--- config.mk ---
export PLATFORM = sky130hd
export DESIGN_NAME = supply_status_trigger_control
export DESIGN_NICKNAME = d
export VERILOG_FILES = /design/src/supply_status_pkg.sv /design/src/supply_status_trigger_control.sv
export VERILOG_INCLUDE_DIRS = /design/src
export SDC_FILE = /design/constraint.sdc
export NUM_CORES = 1
export LEC_CHECK = 0
export ABC_AREA = 1
export ABC_CLOCK_PERIOD_IN_PS = 3200
export BUFFER_PORTS_ARGS = -buffer_cell sky130_fd_sc_hd__buf_2
export CORE_UTILIZATION = 25
export DETAILED_ROUTE_END_ITERATION = 10
export GPL_ROUTABILITY_DRIVEN = 0
export HOLD_SLACK_MARGIN = 0.02
export PLACE_DENSITY = 0.52
export RECOVER_POWER = 100
export SLEW_MARGIN = 20
export SYNTH_ARGS = -nofsm -noshare
export SYNTH_HDL_FRONTEND = slang
export SYNTH_HIERARCHICAL = 1
export SYNTH_SLANG_ARGS = --single-unit
--- constraint.sdc ---
create_clock -name i_clk_sys -period 3.2 [get_ports i_clk_sys]
set_clock_uncertainty 0.15 [all_clocks]
set_input_delay 0.32 -clock i_clk_sys [delete_from_list [all_inputs] [get_ports i_clk_sys]]
set_output_delay 0.32 -clock i_clk_sys [all_outputs]
set_load 0.005 [all_outputs]
--- src/supply_status_map.svh ---
`ifndef SUPPLY_STATUS_MAP_SVH
`define SUPPLY_STATUS_MAP_SVH
// questionable condition bit positions
`define SST_QUES_OVERVOLTAGE   0
`define SST_QUES_OVERCURRENT   1
`define SST_QUES_PHASE_BAL     2
`define SST_QUES_PROGRAM_LINE  3
`define SST_QUES_OVERTEMP      4
`define SST_QUES_FUSE          5
`define SST_QUES_ALARM         7
`define SST_QUES_LOCKOUT       8
`define SST_QUES_REMOTE        9
`define SST_QUES_USED_MASK     16'h03BF
// standard event status bits
`define SST_ESR_CMD_ERR        5
`define SST_ESR_EXE_ERR        4
`define SST_ESR_DEV_ERR        3
`define SST_ESR_QRY_ERR        2
`define SST_ESR_RESET          8'h80
// status byte bits
`define SST_STB_MAV            4
`define SST_STB_ESB            5
`define SST_STB_MSS            6
// error codes, two's complement
`define SST_ERR_NONE           16'h0000
`define SST_ERR_COMMAND        16'hFF9C
`define SST_ERR_SYNTAX         16'hFF9A
`define SST_ERR_PARAMS         16'hFF94
`define SST_ERR_RANGE          16'hFF22
`define SST_ERR_OVERFLOW       16'hFEA2
`define SST_ERR_QUERY          16'hFE70
// error queue
`define SST_ERRQ_DEPTH         16
`define SST_ERRQ_WIDTH         16
// serial port settings
`define SST_UART_BAUD          19200
`define SST_UART_DATA_BITS     8
`define SST_UART_STOP_BITS     1
`define SST_UART_PARITY        0
`define SST_UART_FLOW          0
// timing
`define SST_CLK_MHZ            250
`define SST_IDLE_MIN           5
`define SST_SEC_PER_MIN        60
`endif

--- src/supply_status_pkg.sv ---
package supply_status_pkg;
   typedef enum logic [4:0] {
      CMD_NOP       = 5'h00,
      CMD_TRIG      = 5'h01,
      CMD_INIT      = 5'h02,
      CMD_CONT_SET  = 5'h03,
      CMD_CONT_Q    = 5'h04,
      CMD_ABORT     = 5'h05,
      CMD_RECALL    = 5'h06,
      CMD_RESET     = 5'h07,
      CMD_CLS       = 5'h08,
      CMD_ESR_Q     = 5'h09,
      CMD_ESE_SET   = 5'h0A,
      CMD_ESE_Q     = 5'h0B,
      CMD_SRE_SET   = 5'h0C,
      CMD_SRE_Q     = 5'h0D,
      CMD_STB_Q     = 5'h0E,
      CMD_QUES_Q    = 5'h0F,
      CMD_VERS_Q    = 5'h10,
      CMD_ERR_Q     = 5'h11,
      CMD_BAD_GEN   = 5'h12,
      CMD_BAD_SYN   = 5'h13,
      CMD_BAD_PARAM = 5'h14
   } cmd_type;
   typedef enum logic [1:0] {
      PORT_NONE   = 2'b00,
      PORT_SERIAL = 2'b01,
      PORT_GPIB   = 2'b11
   } port_type;
   typedef enum logic {
      TRIG_IDLE  = 1'b0,
      TRIG_ARMED = 1'b1
   } trig_type;
   typedef enum logic [1:0] {
      RSP_NUM  = 2'b00,
      RSP_ERR  = 2'b01,
      RSP_VERS = 2'b11
   } rsp_type;
endpackage

--- src/supply_status_trigger_control.sv ---
// Behaviour
// questionable bits: ov0 oc1 phase2 program3 temp4 fuse5 alarm7 lockout8 remote9
// version query returns firmware and hardware revision together
// errors queue first-in first-out; each error query pops oldest code
// empty queue answers code 0, no error
// on overflow the last queue entry becomes -350
// error code range sets event status bit 5, 4, 3 or 2
// codes used: -100, -102, -108, -222, -400
// trigger while armed applies pending voltage and current levels
// after trigger clear operation register; continuous mode re-arms at once
// triggers ignored while not armed
// single mode: one initiate arms one trigger; host re-initiates
// continuous setting takes 0 or 1, its query returns 0 or 1
// abort cancels trigger and restores pending levels to immediate ones
// abort clears waiting bit; continuous mode re-arms and sets it
// abort runs at power-on, recall and reset commands
// serial port fixed at 19200 baud, 8N1, no flow control
// first port with traffic after power-on becomes active
// other port ignored until active port idle 5 minutes
// service summary bit 6 is unlatched, set while service needed
// service summary is OR of status byte masked by enable
// event summary set when enabled event status bit is set
// message available while an unread response is held
// event status read clears it; status byte read does not
// questionable register is live, unlatched, read-only
// questionable bits 6 and 10 to 15 read zero
`timescale 1ns/1ps
`default_nettype none
`include "supply_status_map.svh"

module error_fifo #(
   parameter int WIDTH = 16,
   parameter int DEPTH = 16
) (
   input  wire logic             i_clk_sys,
   input  wire logic             i_rst_b,
   input  wire logic             i_flush,
   input  wire logic             i_in_valid,
   output logic                  o_in_ready,
   input  wire logic [WIDTH-1:0] i_in_data,
   output logic                  o_out_valid,
   input  wire logic             i_out_ready,
   output logic [WIDTH-1:0]      o_out_data,
   output logic [$clog2(DEPTH):0] o_count
);
   localparam int AW = $clog2(DEPTH);
   logic [WIDTH-1:0] mem_r [DEPTH];
   logic [AW-1:0]    wr_ptr_r;
   logic [AW-1:0]    rd_ptr_r;
   logic [AW:0]      count_r;
   wire              push = i_in_valid & o_in_ready;
   wire              pop  = i_out_ready & o_out_valid;

   assign o_in_ready  = (count_r != (AW+1)'(DEPTH));
   assign o_out_valid = (count_r != '0);
   assign o_out_data  = mem_r[rd_ptr_r];
   assign o_count     = count_r;

   always_ff @(posedge i_clk_sys) begin
      if (push)
         mem_r[wr_ptr_r] <= i_in_data;
   end

   always_ff @(posedge i_clk_sys) begin
      if (!i_rst_b || i_flush) begin
         wr_ptr_r <= '0;
         rd_ptr_r <= '0;
         count_r  <= '0;
      end else begin
         wr_ptr_r <= wr_ptr_r + AW'(push);
         rd_ptr_r <= rd_ptr_r + AW'(pop);
         count_r  <= count_r + (AW+1)'(push) - (AW+1)'(pop);
      end
   end
endmodule

module supply_status_trigger_control #(
   parameter logic [39:0] IDLE_CYCLES = 40'(`SST_IDLE_MIN) * 40'(`SST_SEC_PER_MIN)
                                      * 40'(`SST_CLK_MHZ) * 40'd1000000,
   parameter logic [7:0]  FW_REV      = 8'h10,   // arbitrary
   parameter logic [7:0]  HW_REV      = 8'h10    // arbitrary
) (
   input  wire logic                         i_clk_sys,
   input  wire logic                         i_rst_b,
   input  wire logic                         i_serial_activity,
   input  wire logic                         i_gpib_activity,
   input  wire logic                         i_cmd_valid,
   input  wire supply_status_pkg::port_type  i_cmd_port,
   input  wire supply_status_pkg::cmd_type   i_cmd_code,
   input  wire logic [7:0]                   i_cmd_arg,
   input  wire logic                         i_dev_err_valid,
   input  wire logic [15:0]                  i_dev_err_code,
   input  wire logic                         i_rsp_ready,
   output logic                              o_rsp_valid,
   output supply_status_pkg::rsp_type        o_rsp_kind,
   output logic [15:0]                       o_rsp_value,
   input  wire logic                         i_overvoltage_trip,
   input  wire logic                         i_overcurrent_trip,
   input  wire logic                         i_phase_balance_trip,
   input  wire logic                         i_program_line_trip,
   input  wire logic                         i_overtemperature_trip,
   input  wire logic                         i_fuse_trip,
   input  wire logic                         i_alarm_trip,
   input  wire logic                         i_safety_lockout_flag,
   input  wire logic                         i_remote_control_flag,
   output logic [15:0]                       o_questionable_condition,
   output logic [7:0]                        o_status_byte,
   output logic [7:0]                        o_event_status,
   output logic                              o_waiting_for_trigger,
   output logic                              o_continuous_arm_setting,
   output logic                              o_apply_levels,
   output logic                              o_restore_levels,
   output logic                              o_oper_clear,
   output supply_status_pkg::port_type       o_active_port,
   output logic [15:0]                       o_uart_baud_div
);
   import supply_status_pkg::*;

   function automatic logic [7:0] err_group(input logic [15:0] code);
      logic [15:0] mag;
      mag = 16'h0000 - code;
      err_group = 8'h00;
      if (mag >= 16'd100 && mag <= 16'd199) err_group[`SST_ESR_CMD_ERR] = 1'b1;
      if (mag >= 16'd200 && mag <= 16'd299) err_group[`SST_ESR_EXE_ERR] = 1'b1;
      if (mag >= 16'd300 && mag <= 16'd399) err_group[`SST_ESR_DEV_ERR] = 1'b1;
      if (mag >= 16'd400 && mag <= 16'd499) err_group[`SST_ESR_QRY_ERR] = 1'b1;
   endfunction

   port_type    port_r;
   port_type    port_nxt;
   logic [39:0] idle_r;
   trig_type    trig_r;
   trig_type    trig_nxt;
   logic        cont_r;
   logic        cont_nxt;
   logic [7:0]  esr_r;
   logic [7:0]  ese_r;
   logic [7:0]  sre_r;
   logic [7:0]  stb_r;
   logic [15:0] ques_r;
   logic        rsp_valid_r;
   rsp_type     rsp_kind_r;
   logic [15:0] rsp_value_r;
   logic        apply_r;
   logic        restore_r;
   logic        oper_clr_r;
   logic [15:0] baud_r;

   // port selection
   wire serial_hit = i_serial_activity;
   wire gpib_hit   = i_gpib_activity;
   wire active_hit = (port_r == PORT_SERIAL) ? serial_hit : (port_r == PORT_GPIB) ? gpib_hit : 1'b0;
   wire idle_done  = (port_r != PORT_NONE) && (idle_r >= IDLE_CYCLES - 40'd1);
   assign port_nxt = (port_r == PORT_NONE) ? (serial_hit ? PORT_SERIAL :
                                              gpib_hit ? PORT_GPIB : PORT_NONE)
                   : (idle_done && !active_hit) ? PORT_NONE : port_r;

   // command acceptance; other port's traffic is dropped
   wire cmd_take  = i_cmd_valid && (i_cmd_port == port_r) && (port_r != PORT_NONE);
   wire c_trig    = cmd_take && (i_cmd_code == CMD_TRIG);
   wire c_init    = cmd_take && (i_cmd_code == CMD_INIT);
   wire c_abort   = cmd_take && (i_cmd_code == CMD_ABORT || i_cmd_code == CMD_RECALL
                                 || i_cmd_code == CMD_RESET);
   wire c_cls     = cmd_take && (i_cmd_code == CMD_CLS);
   wire cont_bad  = (i_cmd_arg > 8'h01);
   wire c_cont    = cmd_take && (i_cmd_code == CMD_CONT_SET) && !cont_bad;
   wire is_query  = (i_cmd_code == CMD_ESR_Q) || (i_cmd_code == CMD_ESE_Q) || (i_cmd_code == CMD_SRE_Q)
                 || (i_cmd_code == CMD_STB_Q) || (i_cmd_code == CMD_QUES_Q) || (i_cmd_code == CMD_VERS_Q)
                 || (i_cmd_code == CMD_ERR_Q) || (i_cmd_code == CMD_CONT_Q);
   wire rsp_pop   = rsp_valid_r && i_rsp_ready;
   // one response in flight; a query before it is read is a query error
   wire query_err = cmd_take && is_query && rsp_valid_r && !rsp_pop;
   wire rsp_load  = cmd_take && is_query && !query_err && !c_cls;

   // internal errors
   wire [15:0] int_code = query_err                        ? `SST_ERR_QUERY :
                          (i_cmd_code == CMD_BAD_SYN)      ? `SST_ERR_SYNTAX :
                          (i_cmd_code == CMD_BAD_PARAM)    ? `SST_ERR_PARAMS :
                          (i_cmd_code == CMD_CONT_SET)     ? `SST_ERR_RANGE :
                                                             `SST_ERR_COMMAND;
   wire int_err   = cmd_take && (query_err || i_cmd_code == CMD_BAD_GEN || i_cmd_code == CMD_BAD_SYN
                                 || i_cmd_code == CMD_BAD_PARAM
                                 || (i_cmd_code == CMD_CONT_SET && cont_bad));
   // internal error takes the slot; a colliding device error is lost
   wire        push_req  = int_err || i_dev_err_valid;
   wire [15:0] push_code = int_err ? int_code : i_dev_err_code;

   // error queue
   wire        q_in_ready;
   wire        q_out_valid;
   wire [15:0] q_out_data;
   wire [4:0]  q_count;
   wire        q_last    = (q_count == 5'(`SST_ERRQ_DEPTH - 1));
   wire [15:0] q_in_data = q_last ? `SST_ERR_OVERFLOW : push_code;
   // full queue: new errors are refused at the fifo and only reach the event status
   wire        q_push    = push_req && q_in_ready && !c_cls;
   wire        q_pop     = rsp_load && (i_cmd_code == CMD_ERR_Q);

   error_fifo #(
      .WIDTH (`SST_ERRQ_WIDTH),
      .DEPTH (`SST_ERRQ_DEPTH)
   ) u_errq (
      .i_clk_sys   (i_clk_sys),
      .i_rst_b     (i_rst_b),
      .i_flush     (c_cls),
      .i_in_valid  (q_push),
      .o_in_ready  (q_in_ready),
      .i_in_data   (q_in_data),
      .o_out_valid (q_out_valid),
      .i_out_ready (q_pop),
      .o_out_data  (q_out_data),
      .o_count     (q_count)
   );

   // trigger state
   wire trig_fire = c_trig && (trig_r == TRIG_ARMED);
   assign cont_nxt = (cmd_take && i_cmd_code == CMD_RESET) ? 1'b0 : c_cont ? i_cmd_arg[0] : cont_r;
   always_comb begin
      trig_nxt = trig_r;
      unique case (trig_r)
         TRIG_IDLE: begin
            if (c_init)
               trig_nxt = TRIG_ARMED;
            else if (c_abort && cont_r)
               trig_nxt = TRIG_ARMED;
         end
         TRIG_ARMED: begin
            if (c_abort)
               trig_nxt = cont_r ? TRIG_ARMED : TRIG_IDLE;
            else if (trig_fire)
               trig_nxt = cont_r ? TRIG_ARMED : TRIG_IDLE;
         end
      endcase
   end

   // status reporting
   wire [7:0] esr_set  = push_req ? err_group(push_code) : 8'h00;
   wire       esr_read = rsp_load && (i_cmd_code == CMD_ESR_Q);
   wire [7:0] esr_nxt  = ((esr_read || c_cls) ? 8'h00 : esr_r) | esr_set;
   wire       mav      = rsp_valid_r;
   wire       esb      = |(esr_r & ese_r);
   wire [7:0] stb_base = {1'b0, 1'b0, esb, mav, 4'h0};
   wire       mss      = |(stb_base & sre_r);
   wire [7:0] stb_nxt  = stb_base | (8'(mss) << `SST_STB_MSS);
   wire [15:0] ques_nxt = ({6'h00,
                            i_remote_control_flag, i_safety_lockout_flag, i_alarm_trip, 1'b0,
                            i_fuse_trip, i_overtemperature_trip, i_program_line_trip,
                            i_phase_balance_trip, i_overcurrent_trip, i_overvoltage_trip})
                          & `SST_QUES_USED_MASK;

   // response selection
   wire [15:0] err_val  = q_out_valid ? q_out_data : `SST_ERR_NONE;
   wire [15:0] rsp_nxt  = (i_cmd_code == CMD_ESR_Q)  ? {8'h00, esr_r} :
                          (i_cmd_code == CMD_ESE_Q)  ? {8'h00, ese_r} :
                          (i_cmd_code == CMD_SRE_Q)  ? {8'h00, sre_r} :
                          (i_cmd_code == CMD_STB_Q)  ? {8'h00, stb_r} :
                          (i_cmd_code == CMD_QUES_Q) ? ques_r :
                          (i_cmd_code == CMD_VERS_Q) ? {FW_REV, HW_REV} :
                          (i_cmd_code == CMD_ERR_Q)  ? err_val :
                                                       {15'h0000, cont_r};
   wire rsp_type kind_nxt = (i_cmd_code == CMD_ERR_Q) ? RSP_ERR :
                            (i_cmd_code == CMD_VERS_Q) ? RSP_VERS : RSP_NUM;

   always_ff @(posedge i_clk_sys) begin
      if (!i_rst_b) begin
         port_r <= PORT_NONE;
         idle_r <= 40'h00_0000_0000;
      end else begin
         port_r <= port_nxt;
         idle_r <= (port_nxt != port_r || active_hit) ? 40'h00_0000_0000 : idle_r + 40'h00_0000_0001;
      end
   end

   always_ff @(posedge i_clk_sys) begin
      if (!i_rst_b) begin
         trig_r     <= TRIG_IDLE;
         cont_r     <= 1'b0;
         apply_r    <= 1'b0;
         restore_r  <= 1'b1;
         oper_clr_r <= 1'b0;
      end else begin
         trig_r     <= trig_nxt;
         cont_r     <= cont_nxt;
         apply_r    <= trig_fire && !c_abort;
         restore_r  <= c_abort;
         oper_clr_r <= trig_fire && !c_abort;
      end
   end

   always_ff @(posedge i_clk_sys) begin
      if (!i_rst_b) begin
         esr_r  <= `SST_ESR_RESET;
         ese_r  <= 8'h00;
         sre_r  <= 8'h00;
         stb_r  <= 8'h00;
         ques_r <= 16'h0000;
         baud_r <= 16'h0000;
      end else begin
         esr_r  <= esr_nxt;
         ese_r  <= (cmd_take && i_cmd_code == CMD_ESE_SET) ? i_cmd_arg : ese_r;
         sre_r  <= (cmd_take && i_cmd_code == CMD_SRE_SET) ? i_cmd_arg : sre_r;
         stb_r  <= stb_nxt;
         ques_r <= ques_nxt;
         // line rate for the uart; framing is fixed 8N1 without handshake
         baud_r <= 16'(`SST_CLK_MHZ * 1000000 / `SST_UART_BAUD);
      end
   end

   always_ff @(posedge i_clk_sys) begin
      if (!i_rst_b) begin
         rsp_valid_r <= 1'b0;
         rsp_kind_r  <= RSP_NUM;
         rsp_value_r <= 16'h0000;
      end else begin
         rsp_valid_r <= rsp_load || (rsp_valid_r && !rsp_pop && !c_cls);
         if (rsp_load) begin
            rsp_kind_r  <= kind_nxt;
            rsp_value_r <= rsp_nxt;
         end
      end
   end

   assign o_rsp_valid              = rsp_valid_r;
   assign o_rsp_kind               = rsp_kind_r;
   assign o_rsp_value              = rsp_value_r;
   assign o_questionable_condition = ques_r;
   assign o_status_byte            = stb_r;
   assign o_event_status           = esr_r;
   assign o_waiting_for_trigger    = (trig_r == TRIG_ARMED);
   assign o_continuous_arm_setting = cont_r;
   assign o_apply_levels           = apply_r;
   assign o_restore_levels         = restore_r;
   assign o_oper_clear             = oper_clr_r;
   assign o_active_port            = port_r;
   assign o_uart_baud_div          = baud_r;
endmodule
`default_nettype wire

==> impl_metrics.ini <==
[synth]
syn_avg_cell_area_um2 = 8.69
async_flop_share_pct = 0
ys_types = 51
seq_area_frac_synth_pct = 56.4
mappedNetlistArea_um2 = 17600
synth-main-ff-cell = edfxtp_1
synth.area.top_cells = edfxtp_1, dfxtp_1, nand2_1, nand3_1, inv_1
yosysWarnings = 6
synth-edff-count = 256
synthCells = 2027
synth_largest_area_cell = edfxtp_1
synth_top_area_share_pct = 43.7
ys_seq_elements = 368

[critical_path]
crit_slowest_cell = dlygate4sd3_1
slowest_delay_ns = 0.54
critPathLaunchType = primary input
cp.required_ns = 3.50
cp_max_fo = 5
r2r_slack_ns = 0.21
crit_chain = dlygate4sd3_1 > buf_2 > nor2_2 > nand3_1 > nand2_1 > nor2_2 > nand2_2 > nand3_4 > nand2_1 > or2_2 > nand3_1 > inv_1 > nand2_1 > ha_1 > inv_1 > ha_1 > fa_2 > nand2_1 > a21oi_1 > nor2_1 > nand2_1 > nand2_1 > nor2_1
cp_data_arrival_time_ns = 3.34
cp_num_buf_inv = 4
cp-end-kind = flop
cp_top_family = simple AND/OR/NAND/NOR gates
critical-path-top-cell-by-count = nand2_1
crit_type = in2reg

[hold_path]
min_path_type = in2reg

[detailed_routing]
vias_per_cell = 4.32
drc_errors = 0
routed_wl_um = 48600
drt-initial-drc-count = 836
vias = 13623
detail-route-antenna-nets = 0
post_drt_wl_per_cell_um = 15.4
dr.pass1.iters = 7

[final_layout]
layout_commonest_cell = nand2_1
fill_cells = 7351
nets = 2254
layout_common_cells = nand2_1, inv_1, nand3_1
drive_gt1_share_pct = 12.0
syn_to_final_growth_pct = 19.0
num_antenna_cells = 0
finish.utilization_pct = 30.3

[floorplanning]
core_area_um2 = 69200
initial_core_util_pct = 25.5
die_w_um = 267
rows = 96
die_y_um = 267
ios = 121
die_area_um2 = 71500

[sta]
fin_crit_ns = 3.04
slew_headroom_pct = -7.34
hold_viol = 0
timing.hold.ws_ns = 0.114
setup_violations = 0
drv_slew = 29
rsz0062_at_grt = true
setup_ws_ns = 0.161
fmax_ghz = 0.329
tightest_slew_ns = 1.61
finalSetupTns_ns = 0
min_period_over_period_pct = 95.0

[clocking]
cts_tree = built
clkSlewWorstSetupHoldPaths_ns = 0.06
numCtsBuffers = 41
clockBufferDepth = 3
cts_num_sinks = 368
cts-root-buf = clkbuf_16
htreeDepth = 2
insertion_delay_ns = 0.58

[pwr]
power.leakage_nw = 8.71
p_sw_mw = 2.77
power_mw = 11.0
p_int_mw = 8.27
clock_power_share_pct = 40.6
cellPowerDensity_nw_per_um2 = 527
combPwrFrac_pct = 10.7
p_seq_share_pct = 48.7
p_sw_share_pct = 25.1
ir_drop_mv = 0.351

[place]
preCtsSetupSlack_ns = 0.0622
io_buffers = 97
dp_hpwl_um = 31900

[grt]
grt_pass1_vias = 13265
track_usage_pct = 13.6
grt.overflow.total = 0
antenna_found_initial = 4
grt_max_degree = 130
grt_first_pass_wirelength_um = 75100

[outcome]
violations = capacitance limit, slew limit
status = finished, violations left

[job]
maxCapViolCount = 1
## cell families (layout without fill, tap and decap cells)
logic type,Yosys count,in the layout,share of synthesized area (%)
and+or+nand+nor,1050,1050,26.2
buffers and inverters,454,629,11.5
DFF,368,368,56.4
AOI/OAI and AO/OA,116,116,3.72
xor gates and xnor gates,26,26,1.29
adders and majority gates,12,12,0.895
other,1,23,0.0213
## layout make-up
class	instances	area [um2]	share of cell area, %
Sequential cell	368	9930	47.4
Multi-Input combinational cell	1227	5810	27.7
Timing Repair Buffer	204	1450	6.90
Inverter	353	1330	6.33
Tap cell	931	1160	5.56
Clock buffer	62	1150	5.48
Clock inverter	10	120	0.573
## power by group through the flow
stage | sequential [mW] | combinational [mW] | clock, mW
final | 5.38 | 1.18 | 4.48
after global placement | 5.47 | 1.14 | 0
after floorplan | 5.46 | 0.690 | 0
after detailed placement | 5.48 | 1.17 | 0
after global routing | 5.39 | 1.30 | 4.80
after CTS | 5.38 | 1.20 | 4.61
## final timing paths
path                          from                end  cells past startpoint
setup / recovery     i_cmd_code[1]  u_errq/o_count[4]                     23
hold / removal       i_cmd_code[4]   o_restore_levels                      5
setup reg to reg  o_active_port[1]  u_errq/o_count[4]                     20
hold reg to reg          idle_r[0]          idle_r[0]                      1
## per-stage QoR
step	cell area [um2]	std cells
4_1_cts	21000	3155
6_report	21000	3155
2_1_floorplan	17700	2049
3_3_place_gp	19500	3060
5_1_grt	21000	3155
3_5_place_dp	19500	3060
## Yosys cell counts, drive strengths merged (3+ instances only)
cell and count:
nor2 153, or2 7, a31oi 4, nand2 554, o211ai 5, dfxtp 112
inv 346, a221oi 4, nor4 11, xnor2 6, edfxtp 256, nand3 267
a21oi 54, nand4 21, buf 81, a211oi 3, xor2 20, clkbuf 20
clkinv 7, ha 11, nor3 31, o21ai 37, a22oi 5
## sequential cells by signal, summed over array words and instances (netlist names), 2 cells and up
name,flops
u_errq/o_count,5
o_active_port,2
o_status_byte,3
u_errq/rd_ptr_r,4
o_rsp_value,16
idle_r,40
ese_r,8
o_rsp_kind,2
o_questionable_condition,9
o_event_status,5
sre_r,8
u_errq/mem_r,256
u_errq/wr_ptr_r,4
## layer usage
metal	GRT usage, %	wire length [um]	share of wire, %	up-vias
li1	-	-	-	6792
met1	17.3	21400	44	6472
met2	23.4	23900	49	289
met3	2.20	2290	4.7	64
met4	3.86	994	2.0	6
met5	0	42	0.086	-
## tightest hold or removal path: cells and delay by family
kind | cells | cell delay [ns]
simple gates | 2 | 0.13
buf+inv | 3 | 0.31
## timing repair
action | in CTS | in global routing
hold endpoints to repair | 29 | 0
endpoints found under the setup margin | 0 | 45
buffers inserted | 0 | 0
hold buffers | 23 | 0
gates resized for setup | 0 | 10
No activity file was read; power rests on OpenSTA's default activity.
